## src/core/cep_pkg.sv

```systemverilog
/*
  Package of the channel enable and path power register bank: register
  addresses, reset values, write masks, field positions and carriers.
  Assumes a host-side serial decoder that presents byte-wide register
  reads and writes on the device clock.
*/
package cep_pkg;

  // ****************************************************************
  // Register addresses
  // ****************************************************************
  localparam logic [7:0] CHAN_EN_ADDR   = 8'h76;
  localparam logic [7:0] DYN_CFG_ADDR   = 8'h77;
  localparam logic [7:0] PATH_PWR_ADDR  = 8'h78;

  // ****************************************************************
  // Reset values and writable bits
  // ****************************************************************
  localparam logic [7:0] CHAN_EN_RESET  = 8'hCC;
  localparam logic [7:0] DYN_CFG_RESET  = 8'h00;
  localparam logic [7:0] PATH_PWR_RESET = 8'h00;
  localparam logic [7:0] CHAN_EN_WMASK  = 8'hFF;
  localparam logic [7:0] DYN_CFG_WMASK  = 8'hFB;
  localparam logic [7:0] PATH_PWR_WMASK = 8'hEE;
  localparam logic [7:0] UNMAPPED_READ  = 8'h00;

  // ****************************************************************
  // Field positions
  // ****************************************************************
  localparam int unsigned REC_EN_MSB     = 7;
  localparam int unsigned REC_EN_LSB     = 4;
  localparam int unsigned PLAY_EN_MSB    = 3;
  localparam int unsigned PLAY_EN_LSB    = 0;
  localparam int unsigned REC_DYN_BIT    = 7;
  localparam int unsigned REC_WIDTH_BIT  = 6;
  localparam int unsigned PLAY_DYN_BIT   = 5;
  localparam int unsigned PLAY_WIDTH_BIT = 4;
  localparam int unsigned SPLIT_CLK_BIT  = 3;
  localparam int unsigned REC_SWAP_BIT   = 1;
  localparam int unsigned PLAY_SWAP_BIT  = 0;
  localparam int unsigned REC_UP_BIT     = 7;
  localparam int unsigned PLAY_UP_BIT    = 6;
  localparam int unsigned BIAS_UP_BIT    = 5;
  localparam int unsigned ULTRA_BIT      = 3;
  localparam int unsigned VOICE_BIT      = 2;
  localparam int unsigned ULTRA2_BIT     = 1;

  // ****************************************************************
  // Dynamic switching channel masks, index 0 is channel 1
  // ****************************************************************
  localparam logic [3:0] DYN_NARROW_MASK = 4'h3;
  localparam logic [3:0] DYN_WIDE_MASK   = 4'hF;

  // ****************************************************************
  // Carriers
  // ****************************************************************
  typedef struct packed {
    logic       wr;
    logic       rd;
    logic [7:0] addr;
    logic [7:0] wdata;
  } cep_reg_req_t;

  typedef struct packed {
    logic       path_up;
    logic       dyn_on;
    logic       dyn_wide;
    logic [3:0] enables;
  } cep_path_cfg_t;

endpackage

```

## src/core/cep_path_power.sv

```systemverilog
/*
  Power sequencer for one audio path (record or playback). Turns the
  path power bit, the channel enables and the dynamic switching options
  into per-channel power-up levels, index 0 being channel 1.
  Assumes its configuration comes from registers on the same clock.
*/
`timescale 1ns/1ps

module cep_path_power (
  input  wire logic                   mclk,
  input  wire logic                   nrst,
  input  wire cep_pkg::cep_path_cfg_t cfg,
  output logic [3:0]                  ch_power
);

  typedef struct packed {
    logic [3:0] power;
    logic       was_up;
  } cep_path_state_t;

  cep_path_state_t state;
  cep_path_state_t next_state;
  logic [3:0]      dyn_mask;

  // ****************************************************************
  // Next state
  // ****************************************************************
  always_comb begin
    next_state        = state;
    next_state.was_up = cfg.path_up;
    dyn_mask          = cfg.dyn_wide ? cep_pkg::DYN_WIDE_MASK
                                     : cep_pkg::DYN_NARROW_MASK;
    if (!cfg.path_up) begin
      next_state.power = 4'h0;
    end else if (!state.was_up) begin
      // Path just powered: take every enabled channel at once
      next_state.power = cfg.enables;
    end else if (cfg.dyn_on) begin
      // Channels inside the dynamic range follow their enables
      next_state.power = (cfg.enables & dyn_mask)
                       | (state.power & ~dyn_mask);
    end else begin
      next_state.power = state.power;
    end
  end

  always_ff @(posedge mclk or negedge nrst) begin
    if (!nrst) begin
      state <= '0;
    end else begin
      state <= next_state;
    end
  end

  assign ch_power = state.power;

endmodule // cep_path_power

```

## src/core/cep_reg_bank.sv

```systemverilog
/*
  Channel enable, dynamic power and path power register bank. Holds the
  three byte registers, answers host reads one cycle after the strobe and
  drives the record and playback channel power, the mic bias and the
  detection enables.
  Assumes the control port decoder delivers one-cycle read and write
  strobes with address and data, synchronous to mclk.
*/
`timescale 1ns/1ps

// Behaviour
// - Bits 7..4 enable record channels 1..4; one means enabled.
// - Bits 3..0 enable playback channels 1..4; one means enabled.
// - Channel enable register reads 0xCC after reset.
// - Without record dynamic power, no individual record changes while powered.
// - Without playback dynamic power, no individual playback changes while on.
// - Record width bit: channels 1-2 when clear, 1-4 when set.
// - Playback width bit: channels 1-2 when clear, 1-4 when set.
// - Bit 3 selects same or different modulator and microphone clocks.
// - Record swap bit exchanges record channels 1 and 2.
// - Playback swap bit exchanges playback channels 1 and 2.
// - Record path bit clear powers all down; set powers enabled ones.
// - Playback path bit clear powers all down; set powers enabled ones.
// - Power register bit 5 powers the microphone bias generator.
// - Power register bit 3 runs ultrasonic activity detection.
// - Power register bit 2 runs voice activity detection.
// - Power register bit 1 runs the second ultrasonic detector.
// - Reserved bits read zero; host writes them only as zero.
module cep_reg_bank (
  input  wire logic                  mclk,
  input  wire logic                  nrst,
  input  wire cep_pkg::cep_reg_req_t req,
  output logic [7:0]                 reg_rdata,
  output logic                       reg_rvalid,
  output logic [3:0]                 record_power,
  output logic [3:0]                 playback_power,
  output logic                       mic_bias_power_up,
  output logic                       ultrasonic_detect_on,
  output logic                       voice_detect_on,
  output logic                       ultrasonic_second_detect_on,
  output logic                       record_pair_exchange,
  output logic                       playback_pair_exchange,
  output logic                       dynamic_split_mod_clocks
);

  // ****************************************************************
  // State
  // ****************************************************************
  typedef struct packed {
    logic [7:0] channel_enables;
    logic [7:0] dynamic_power_swap_config;
    logic [7:0] path_power_config;
    logic [7:0] rdata;
    logic       rvalid;
  } cep_bank_state_t;

  cep_bank_state_t        state;
  cep_bank_state_t        next_state;
  cep_pkg::cep_path_cfg_t record_cfg;
  cep_pkg::cep_path_cfg_t playback_cfg;

  // ****************************************************************
  // Functions
  // ****************************************************************
  // Reorders a nibble held channel 1 first at the top into index 0
  function automatic logic [3:0] chan_order(input logic [3:0] nib);
    chan_order = {nib[0], nib[1], nib[2], nib[3]};
  endfunction

  // Merges a write into a register, leaving read-only bits alone
  function automatic logic [7:0] merge_write(
    input logic [7:0] old_value,
    input logic [7:0] wdata,
    input logic [7:0] wmask
  );
    merge_write = (old_value & ~wmask) | (wdata & wmask);
  endfunction

  // Read decode; reserved bits and unmapped addresses read zero
  function automatic logic [7:0] read_value(
    input logic [7:0]      addr,
    input cep_bank_state_t s
  );
    case (addr)
      cep_pkg::CHAN_EN_ADDR: begin
        read_value = s.channel_enables;
      end
      cep_pkg::DYN_CFG_ADDR: begin
        read_value = s.dynamic_power_swap_config
                   & cep_pkg::DYN_CFG_WMASK;
      end
      cep_pkg::PATH_PWR_ADDR: begin
        read_value = s.path_power_config
                   & cep_pkg::PATH_PWR_WMASK;
      end
      default: begin
        read_value = cep_pkg::UNMAPPED_READ;
      end
    endcase
  endfunction

  // ****************************************************************
  // Register access
  // ****************************************************************
  always_comb begin
    next_state        = state;
    next_state.rvalid = 1'b0;
    if (req.wr) begin
      case (req.addr)
        cep_pkg::CHAN_EN_ADDR: begin
          next_state.channel_enables = merge_write(
            state.channel_enables, req.wdata,
            cep_pkg::CHAN_EN_WMASK);
        end
        cep_pkg::DYN_CFG_ADDR: begin
          next_state.dynamic_power_swap_config = merge_write(
            state.dynamic_power_swap_config, req.wdata,
            cep_pkg::DYN_CFG_WMASK);
        end
        cep_pkg::PATH_PWR_ADDR: begin
          next_state.path_power_config = merge_write(
            state.path_power_config, req.wdata,
            cep_pkg::PATH_PWR_WMASK);
        end
        default: begin
          next_state.rvalid = 1'b0;
        end
      endcase
    end
    if (req.rd) begin
      // A read in the same cycle as a write returns the old value
      next_state.rvalid = 1'b1;
      next_state.rdata  = read_value(req.addr, state);
    end
  end

  always_ff @(posedge mclk or negedge nrst) begin
    if (!nrst) begin
      state.channel_enables           <= cep_pkg::CHAN_EN_RESET;
      state.dynamic_power_swap_config <= cep_pkg::DYN_CFG_RESET;
      state.path_power_config         <= cep_pkg::PATH_PWR_RESET;
      state.rdata                     <= 8'h00;
      state.rvalid                    <= 1'b0;
    end else begin
      state <= next_state;
    end
  end

  // ****************************************************************
  // Path configuration
  // ****************************************************************
  always_comb begin
    record_cfg.path_up  =
      state.path_power_config[cep_pkg::REC_UP_BIT];
    record_cfg.dyn_on   =
      state.dynamic_power_swap_config[cep_pkg::REC_DYN_BIT];
    record_cfg.dyn_wide =
      state.dynamic_power_swap_config[cep_pkg::REC_WIDTH_BIT];
    record_cfg.enables  = chan_order(state.channel_enables[
      cep_pkg::REC_EN_MSB:cep_pkg::REC_EN_LSB]);
    playback_cfg.path_up  =
      state.path_power_config[cep_pkg::PLAY_UP_BIT];
    playback_cfg.dyn_on   =
      state.dynamic_power_swap_config[cep_pkg::PLAY_DYN_BIT];
    playback_cfg.dyn_wide =
      state.dynamic_power_swap_config[cep_pkg::PLAY_WIDTH_BIT];
    playback_cfg.enables  = chan_order(state.channel_enables[
      cep_pkg::PLAY_EN_MSB:cep_pkg::PLAY_EN_LSB]);
  end

  cep_path_power u_record_path (
    .mclk     (mclk),
    .nrst     (nrst),
    .cfg      (record_cfg),
    .ch_power (record_power)
  );

  cep_path_power u_playback_path (
    .mclk     (mclk),
    .nrst     (nrst),
    .cfg      (playback_cfg),
    .ch_power (playback_power)
  );

  // ****************************************************************
  // Outputs
  // ****************************************************************
  assign reg_rdata  = state.rdata;
  assign reg_rvalid = state.rvalid;
  assign mic_bias_power_up =
    state.path_power_config[cep_pkg::BIAS_UP_BIT];
  assign ultrasonic_detect_on =
    state.path_power_config[cep_pkg::ULTRA_BIT];
  assign voice_detect_on =
    state.path_power_config[cep_pkg::VOICE_BIT];
  assign ultrasonic_second_detect_on =
    state.path_power_config[cep_pkg::ULTRA2_BIT];
  assign record_pair_exchange =
    state.dynamic_power_swap_config[cep_pkg::REC_SWAP_BIT];
  assign playback_pair_exchange =
    state.dynamic_power_swap_config[cep_pkg::PLAY_SWAP_BIT];
  assign dynamic_split_mod_clocks =
    state.dynamic_power_swap_config[cep_pkg::SPLIT_CLK_BIT];

  logic seen_chan_write;

  always_ff @(posedge mclk or negedge nrst) begin
    if (!nrst) begin
      seen_chan_write <= 1'b0;
    end else if (req.wr && req.addr == cep_pkg::CHAN_EN_ADDR) begin
      seen_chan_write <= 1'b1;
    end
  end
endmodule // cep_reg_bank

```

## config.mk

```make
export PLATFORM = sky130hd
export DESIGN_NAME = cep_reg_bank
export DESIGN_NICKNAME = d
export VERILOG_FILES = /design/src/core/cep_pkg.sv /design/src/core/cep_path_power.sv /design/src/core/cep_reg_bank.sv
export SDC_FILE = /design/constraint.sdc
export NUM_CORES = 1
export LEC_CHECK = 0
export BUFFER_PORTS_ARGS = -buffer_cell sky130_fd_sc_hd__buf_2
export CAP_MARGIN = 5
export CORE_ASPECT_RATIO = 1.75
export CORE_UTILIZATION = 57
export CTS_CLUSTER_DIAMETER = 60
export DETAILED_ROUTE_END_ITERATION = 8
export GPL_TIMING_DRIVEN = 0
export HOLD_SLACK_MARGIN = 0.12
export PLACE_DENSITY_LB_ADDON = 0.05
export SETUP_SLACK_MARGIN = 0.4
export SYNTH_ARGS = -nofsm -noshare
export SYNTH_HDL_FRONTEND = slang
export SYNTH_SLANG_ARGS = --single-unit
```

## constraint.sdc

```tcl
create_clock -name mclk -period 1.6 [get_ports mclk]
set_input_delay 0.32 -clock mclk [delete_from_list [all_inputs] [get_ports mclk]]
set_output_delay 0.32 -clock mclk [all_outputs]
set_load 0.02 [all_outputs]
```

======== Word-level counts from Yosys, hierarchy flattened ========
Index checks and enable logic that the tools add are counted.
storage, ports and cells
  flip-flop bits (word level) ............. 43
  bits of input ports ..................... 20
  output and inout bits ................... 24
  word-level logic and storage cells ...... 37
cells by class
  equal/unequal tests ..................... 5
  muxes and demuxes ....................... 10
  bitwise operators ....................... 10
  reductions and logical operators ........ 3
operator list
  operator                                                               count
  4-bit 2-to-1 mux                                                       8
  8-bit by 7-bit equality test with 1-bit output, second input constant  3
  8-bit one-hot mux with 3 select lines                                  1
  4-bit AND                                                              4
  4-bit inverter                                                         2
  3-bit by 8-bit bitwise OR with 8-bit output                            1
  4-bit bitwise OR                                                       2
  5-bit by 8-bit bitwise OR with 8-bit output                            1
  3-bit != test, second input constant                                   2
  2-bit AND reduction                                                    3
  1-bit 2-to-1 mux                                                       1

======== Logic depth before layout (Yosys ltp) ========
Gate-level depths: netlist of the first run.
  word-level depth ........................ 7
  mapped depth ............................ 5
  gate-level depth less buffers ........... 3

======== By module ========
Synthesis of the first run repeated with hierarchy kept, for this count alone.
unflattened totals
  cell total of the unflattened synthesis .. 135
  area, all modules ....................... 1830.5 µm²
modules (own cells, without submodules)
  module          instances  cells each  area each (µm²)  seq. area each (µm²)
  cep_reg_bank    1          93          1350.0           755.7
  cep_path_power  2          21          240.2            125.1

======== Worst setup path before layout of the first run ========
OpenSTA, ideal clock, no wires.
  path type ............................... in2reg
  from .................................... input port req[15] (netlist name)
  to ...................................... register state, in the netlist playback_cfg[2]
  setup time .............................. 0.125 ns
  data arrival time ....................... 1.335 ns
  data required time ...................... 1.475 ns
  slack ................................... 0.140 ns
  stages on the path ...................... 5
  buffers on the path ..................... 2
  cell sequence ........................... and4b_1 -> buf_2 -> and4_4 -> buf_8 -> mux2_4
between the ends
  word-level cells in the longest chain between the ends .. 2
ends and longest elaborated chain
  item                                            line                 text
  start: declaration                              cep_reg_bank.sv:32   input wire cep_pkg::cep_reg_req_t req,
  8-bit by 7-bit equality test with 1-bit output  cep_reg_bank.sv:109  case (req.addr)
  2-bit AND reduction (no line)                   -
  end signal: assignment                          cep_reg_bank.sv:145  state <= next_state;
  end: declaration                                cep_reg_bank.sv:57   cep_bank_state_t state;
No other way between the ends.
A chain may end at the register's enable or synchronous reset.

======== Final worst setup path of the first run ========
  from .................................... register u_playback_path.state, in the netlist u_playback_path.ch_power[1]
  to ...................................... output port playback_power[1]
RTL lines
  item                      line                  text
  start: declaration        cep_path_power.sv:21  cep_path_state_t state;
  start signal: assignment  cep_path_power.sv:51  state <= next_state;
  end: declaration          cep_reg_bank.sv:36    output logic [3:0] playback_power,
No word-level cell between the ends.

==> impl_metrics.env, run 1 <==
export IMPL_p_seq_frac=0.536
export IMPL_cp_end_kind="output pin"
export IMPL_synth_cell_area_mm2=0.00199
export IMPL_yosysSeqAreaShare=0.507
export IMPL_ir_worst_vdd_uv=971
export IMPL_crit_top_cell="buf_6"
export IMPL_dpl_cell_count=238
export IMPL_clk_pin_slew_worst_paths_ns=0.08
export IMPL_slew_violations=0
export IMPL_drt_total_wl_mm=4.69
export IMPL_io_pins=44
export IMPL_timing_slew_headroom=0.413
export IMPL_fillers=215
export IMPL_num_vias=1466
export IMPL_area_growth_pct=35.8
export IMPL_grt_first_pass_wirelength_mm=7.15
export IMPL_fmax_mhz=787
export IMPL_clkPwrFrac=0.353
export IMPL_dp_hpwl_mm=3.10
export IMPL_grt_max_degree=41
export IMPL_use_met2=0.465
export IMPL_drt_pre_antenna_iters=4
export IMPL_rsz0062_at_grt="yes"
export IMPL_fin_crit_ns=1.27
export IMPL_multi_input_area_um2=908
export IMPL_htree_levels=2
export IMPL_clk_latency_ns=0.30
export IMPL_max_stage_delay_ns=0.40
export IMPL_drive_gt1_frac=0.518
export IMPL_use_met3=0.0787
export IMPL_wl_per_cell_um=17.8
export IMPL_p_per_area_mw_per_mm2=742
export IMPL_core_area_mm2=0.00336
export IMPL_met1_usage=0.316
export IMPL_drc_errors=0
export IMPL_initial_core_util=0.590
export IMPL_gp_congestion=0.808
export IMPL_die_y_um=80.1
export IMPL_maxCapViolations=0
export IMPL_tns_ns=0
export IMPL_syn_num_nets=171
export IMPL_cts_buffers=5
export IMPL_drtIter0Drc=48
export IMPL_dieArea_mm2=0.00373
export IMPL_p_leak_nw=1.30
export IMPL_critPathSlowestCell="dfrtp_1"
export IMPL_synth_avg_cell_area_um2=13.2
export IMPL_final_setup_viol_count=0
export IMPL_grt_ovfl_total=0
export IMPL_num_rows=28
export IMPL_nNetsFinal=237
export IMPL_tightest_slew_ns=0.880
export IMPL_grt_util_all_layers=0.278
export IMPL_ys_ff_latch=40
export IMPL_pre_cts_ws_ns=-0.0280
export IMPL_fin_crit_sh=0.794
export IMPL_comb_power_share=0.110
export IMPL_clock_root_buffer="clkbuf_8"
export IMPL_crit_type="reg2out"
export IMPL_p_sw_mw=0.500
export IMPL_finalHoldViolCount=0
export IMPL_diodes=0
export IMPL_drtAntennaViolNets=0
export IMPL_antenna_found_initial=0
export IMPL_port_buffers=42
export IMPL_clk_path_buf_depth=2
export IMPL_p_sw_frac=0.250
export IMPL_tritoncts="built"
export IMPL_crit_fanout=2
export IMPL_grt_pass1_vias=1411
export IMPL_stdcell_count=263
export IMPL_p_int_mw=1.50
export IMPL_outcome="finished, final reports clean"
export IMPL_skew_ns=0.00794
export IMPL_hold_slack_ns=0.129
export IMPL_critPathRequiredTime_ns=1.28
export IMPL_synthDistinctLibCells=32
export IMPL_busiest_layer="met2"
export IMPL_arrival_ns=0.95
export IMPL_viasPerCell=5.57
export IMPL_die_x_um=46.6
export IMPL_cts_sinks=40
export IMPL_start_kind="flip-flop"
export IMPL_synthCells=151
export IMPL_ys_warn_count=0
export IMPL_regArea_mm2=0.00101
export IMPL_critical_path_cell_chain="buf_6 > buf_6"
export IMPL_fin_ws_ns=0.330
export IMPL_hold_class="in2async"
==> registers in the layout, summed over array words and instances (netlist names), 4 cells and up <==
name	cells
reg_rdata	8
playback_cfg	7
record_cfg	7
u_playback_path.ch_power	4
u_record_path.ch_power	4
==> final timing paths <==
path | start | to | slack, ns | depth (start not counted)
worst max-delay path | u_playback_path.ch_power[1]$_DFFE_PN0P_ | playback_power[1] | 0.33 | 2
worst min-delay path | nrst | reg_rvalid$_DFF_PN0_ | 0.13 | 1
worst max register to register | playback_cfg[5]$_DFFE_PN0P_ | u_playback_path.ch_power[3]$_DFFE_PN0P_ | 0.46 | 3
worst min register to register | reg_rdata[4]$_DFFE_PN0P_ | reg_rdata[4]$_DFFE_PN0P_ | 0.50 | 1
max in group asynchronous | nrst | u_playback_path.ch_power[2]$_DFFE_PN0P_ | 0.92 | 1
min in group mclk | req[16] | reg_rvalid$_DFF_PN0_ | 0.24 | 1
==> final cells by class <==
type | instances | area share
buffer | 17 | 0.0636
timing repair buffer | 59 | 0.167
sequential | 40 | 0.373
clock buffer | 6 | 0.0306
inverter | 3 | 0.00418
clock inverter | 2 | 0.00371
multi-input combinational | 91 | 0.337
tap | 45 | 0.0209
==> cell families after synthesis <==
logic type / after synthesis / share of synthesized area
flip-flops: 40 / 0.507
multiplexers: 31 / 0.185
buffers and inverters: 20 / 0.0693
AND/OR/NAND/NOR: 38 / 0.150
AO/OA/AOI/OAI: 22 / 0.0895
==> critical path, delay by kind of cell (launching register included) <==
| family | cells | cell delay [ns] |
|---|---|---|
| flops | 1 | 0.40 |
| buf+inv | 2 | 0.24 |
==> synthesized netlist by cell type <==
master	n	share of area
dfrtp_1	36	0.45
nor2b_1	14	0.044
mux2_1	13	0.074
mux2i_1	10	0.050
buf_4	9	0.034
mux2_4	8	0.060
a22oi_1	6	0.023
and4b_1	6	0.030
nand2_1	6	0.011
nor4bb_1	5	0.025
a41oi_1	4	0.018
dfstp_2	4	0.053
o211ai_1	4	0.015
clkbuf_1	3	0.0057
a21boi_0	2	0.0076
buf_2	2	0.0050
buf_6	2	0.011
inv_1	2	0.0038
o2bb2ai_1	2	0.0088
a32oi_1	1	0.0044
and3b_1	1	0.0044
and4_1	1	0.0044
and4_4	1	0.0057
buf_8	1	0.0076
inv_2	1	0.0019
nand3_1	1	0.0025
nand4_4	1	0.011
nor3b_1	1	0.0038
nor4b_2	1	0.0076
o211ai_2	1	0.0063
o21ai_0	1	0.0025
o32ai_1	1	0.0044
==> what timing repair did <==
action	4_1_cts	5_1_grt
buffers inserted	8	9
gates resized for setup	30	18
setup endpoints to repair	33	45
hold buffers	0	0
==> power by group through the flow <==
stage | Clock [mW] | Combinational [mW] | Sequential, mW
floorplan | 0 | 0.0988 | 1.09
global placement | 0 | 0.186 | 1.09
detailed placement | 0 | 0.191 | 1.09
CTS | 0.713 | 0.207 | 1.07
global route | 0.765 | 0.239 | 1.08
finish | 0.707 | 0.221 | 1.07
==> placed cells by master (no fill, tap or decap), drive strengths merged, types with 3 or more instances in the layout <==
cell     n
buf     73
o211ai   5
dfstp    4
nand2    6
inv      3
dfrtp   36
and4b    6
mux2    21
a41oi    4
a22oi    6
nor4bb   5
clkbuf   9
nor2b   14
mux2i   10
==> metal layers <==
layer / routed length, µm / vias up
li1: - / 687
met1: 1790 / 723
met5: 0 / -
met3: 226 / 10
met4: 99 / 0
met2: 2570 / 46
==> metrics by stage <==
step,total power [mW],area (µm²),utilization
3_3_place_gp,1.28,2320,0.689
5_1_grt,2.08,2700,0.802
4_1_cts,1.99,2570,0.766
6_report,2.00,2700,0.802
2_1_floorplan,1.19,2050,-
3_5_place_dp,1.28,2320,0.689
(Power assumes the default switching activity.)
==> run 2: changes to the inputs <==
- CORE_UTILIZATION: 57 -> 53
- clock period: 1.6 -> 1.2 ns (I/O delays scaled with it)
==> impl_metrics.env, run 2 (synthesis gave the netlist of run 1 again) <==
export IMPL_fin_crit_sh=0.994
export IMPL_mostFrequentLayoutCells="buf_6 (38), dfrtp_1 (33), mux2_4 (21)"
export IMPL_crit_fanout=6
export IMPL_tritoncts="built"
export IMPL_slew_violations=0
export IMPL_reg2reg_depth=3
export IMPL_port_buffers=42
export IMPL_num_rows=29
export IMPL_viasPerCell=5.61
export IMPL_grt_ovfl_total=0
export IMPL_comb_power_share=0.110
export IMPL_grt_pass1_vias=1597
export IMPL_die_x_um=48.3
export IMPL_finalHoldViolCount=36
export IMPL_multi_input_area_um2=941
export IMPL_fin_crit_ns=1.19
export IMPL_clkPwrFrac=0.381
export IMPL_p_leak_nw=1.32
export IMPL_cts_sinks=40
export IMPL_violations="negative hold slack"
export IMPL_final_core_utilization=0.787
export IMPL_p_int_mw=2.17
export IMPL_maxCapViolations=0
export IMPL_rsz0062_at_grt="yes"
export IMPL_dpl_cell_count=239
export IMPL_p_seq_frac=0.509
export IMPL_drt_total_wl_mm=4.94
export IMPL_regArea_mm2=0.00101
export IMPL_power_mw=2.83
export IMPL_arrival_ns=1.37
export IMPL_cts_buffers=5
export IMPL_core_area_mm2=0.00359
export IMPL_antenna_found_initial=0
export IMPL_tightest_slew_ns=0.540
export IMPL_ir_worst_vdd_uv=988
export IMPL_diodes=0
export IMPL_gp_congestion=0.775
export IMPL_wl_per_cell_um=18.5
export IMPL_rr_startpoint="playback_cfg[0]$_DFFE_PN1P_"
export IMPL_stdcell_count=267
export IMPL_io_pins=44
export IMPL_reg2reg_to="reg_rdata[3]$_DFFE_PN0P_"
export IMPL_fin_area_mm2=0.00283
export IMPL_skew_ns=0.0101
export IMPL_dieArea_mm2=0.00400
export IMPL_critPathRequiredTime_ns=1.37
export IMPL_drt_pre_antenna_iters=4
export IMPL_grt_max_degree=41
export IMPL_die_y_um=83.0
export IMPL_timing_slew_headroom=0.640
export IMPL_clock_root_buffer="clkbuf_8"
export IMPL_nNetsFinal=240
export IMPL_drc_errors=0
export IMPL_pre_cts_ws_ns=-0.366
export IMPL_clk_latency_ns=0.29
export IMPL_fmax_mhz=838
export IMPL_final_setup_viol_count=0
export IMPL_grt_util_all_layers=0.277
export IMPL_drive_gt1_frac=0.557
export IMPL_drtAntennaViolNets=0
export IMPL_largest_reg_flops=8
export IMPL_clk_pin_slew_worst_paths_ns=0.08
export IMPL_fillers=229
export IMPL_reg2reg_setup_slack_ns=0.08
export IMPL_hold_slack_ns=-0.0452
export IMPL_p_sw_frac=0.231
export IMPL_p_per_area_mw_per_mm2=999
export IMPL_dpl_cell_area_mm2=0.00233
export IMPL_fin_ws_ns=0.00685
export IMPL_hold_class="in2async"
export IMPL_final_common_cell="buf_6"
export IMPL_clk_path_buf_depth=2
export IMPL_cp_end_kind="flip-flop"
export IMPL_htree_levels=2
export IMPL_p_sw_mw=0.654
export IMPL_initial_core_util=0.553
export IMPL_dp_hpwl_mm=3.36
export IMPL_area_growth_pct=42.4
export IMPL_crit_type="in2reg"
export IMPL_drtIter0Drc=28
export IMPL_num_vias=1499
export IMPL_outcome="finished with violations"
export IMPL_grt_first_pass_wirelength_mm=7.80
export IMPL_start_kind="primary input"
## run 2: changes by cell type in the layout (fill, tap and decap cells not counted), moves of 2 or more
cell     before  now
nor2b_4       0    2
buf_6        30   38
buf_2        25   16
dfrtp_2       0    3
buf_4        17   20
nor2b_1      14   12
dfrtp_1      36   33
## run 2: power by group through the flow
stage / Combinational [mW] / Clock, mW / Sequential [mW]
2_1_floorplan: 0.134 / 0 / 1.46
3_3_place_gp: 0.249 / 0 / 1.46
3_5_place_dp: 0.260 / 0 / 1.46
4_1_cts: 0.303 / 1.10 / 1.43
5_1_grt: 0.333 / 1.15 / 1.44
6_report: 0.311 / 1.08 / 1.44
## run 2: worst max-delay path by stage
stage / start / endpoint / slack, ns / depth (start not counted)
final: req[15] / record_cfg[6]$_DFFE_PN0P_ / 0.007 / 6
after global routing: req[15] / record_cfg[6]$_DFFE_PN0P_ / -0.03 / 6
after CTS: req[15] / record_cfg[3]$_DFFE_PN0P_ / 0.01 / 6
after detailed placement: req[11] / record_cfg[3]$_DFFE_PN0P_ / -0.37 / 6
after global placement: req[11] / record_cfg[3]$_DFFE_PN0P_ / -0.34 / 6
after floorplan: req[15] / playback_cfg[2]$_DFFE_PN0P_ / -0.15 / 5
## run 2: final cells by class
cell class	instances	area share
clock buffers	5	0.0243
clock inverters	3	0.0150
flip-flops and latches	40	0.357
plain buffers	17	0.0606
inverters	3	0.00398
multi-input cells	91	0.333
well taps	46	0.0204
repair buffers	62	0.186
## run 2: what timing repair did
item | CTS | global route
setup endpoints to repair | 61 | 63
hold endpoints to repair | 36 | 36
gates resized for setup | 63 | 6
gates cloned | 0 | 0
pin swaps | 1 | 2
setup buffers | 16 | 4
## run 2: critical path: stages
cell and delay [ns]:
buf_6 0.09, and4b_1 0.24, buf_6 0.12, and4_1 0.20, buf_6 0.16, mux2_4 0.31
## run 2: layer usage
metal,part of all wire,global-route usage,wire length (µm),vias to the layer above
met5,0,0,0,-
met1,0.37,0.305,1810,760
met2,0.59,0.482,2900,43
met3,0.029,0.0696,143,8
li1,-,-,-,688
met4,0.019,0.0859,93,0
## run 2: stage by stage
| step | hold slack (ns) | TNS [ns] |
|---|---|---|
| 6_report | -0.0452 | 0 |
| 3_5_place_dp | 0.404 | -7.35 |
| 5_1_grt | -0.00958 | -0.160 |
| 2_1_floorplan | -0.0556 | -1.91 |
| 4_1_cts | 0.0859 | 0 |
| 3_3_place_gp | 0.380 | -6.58 |
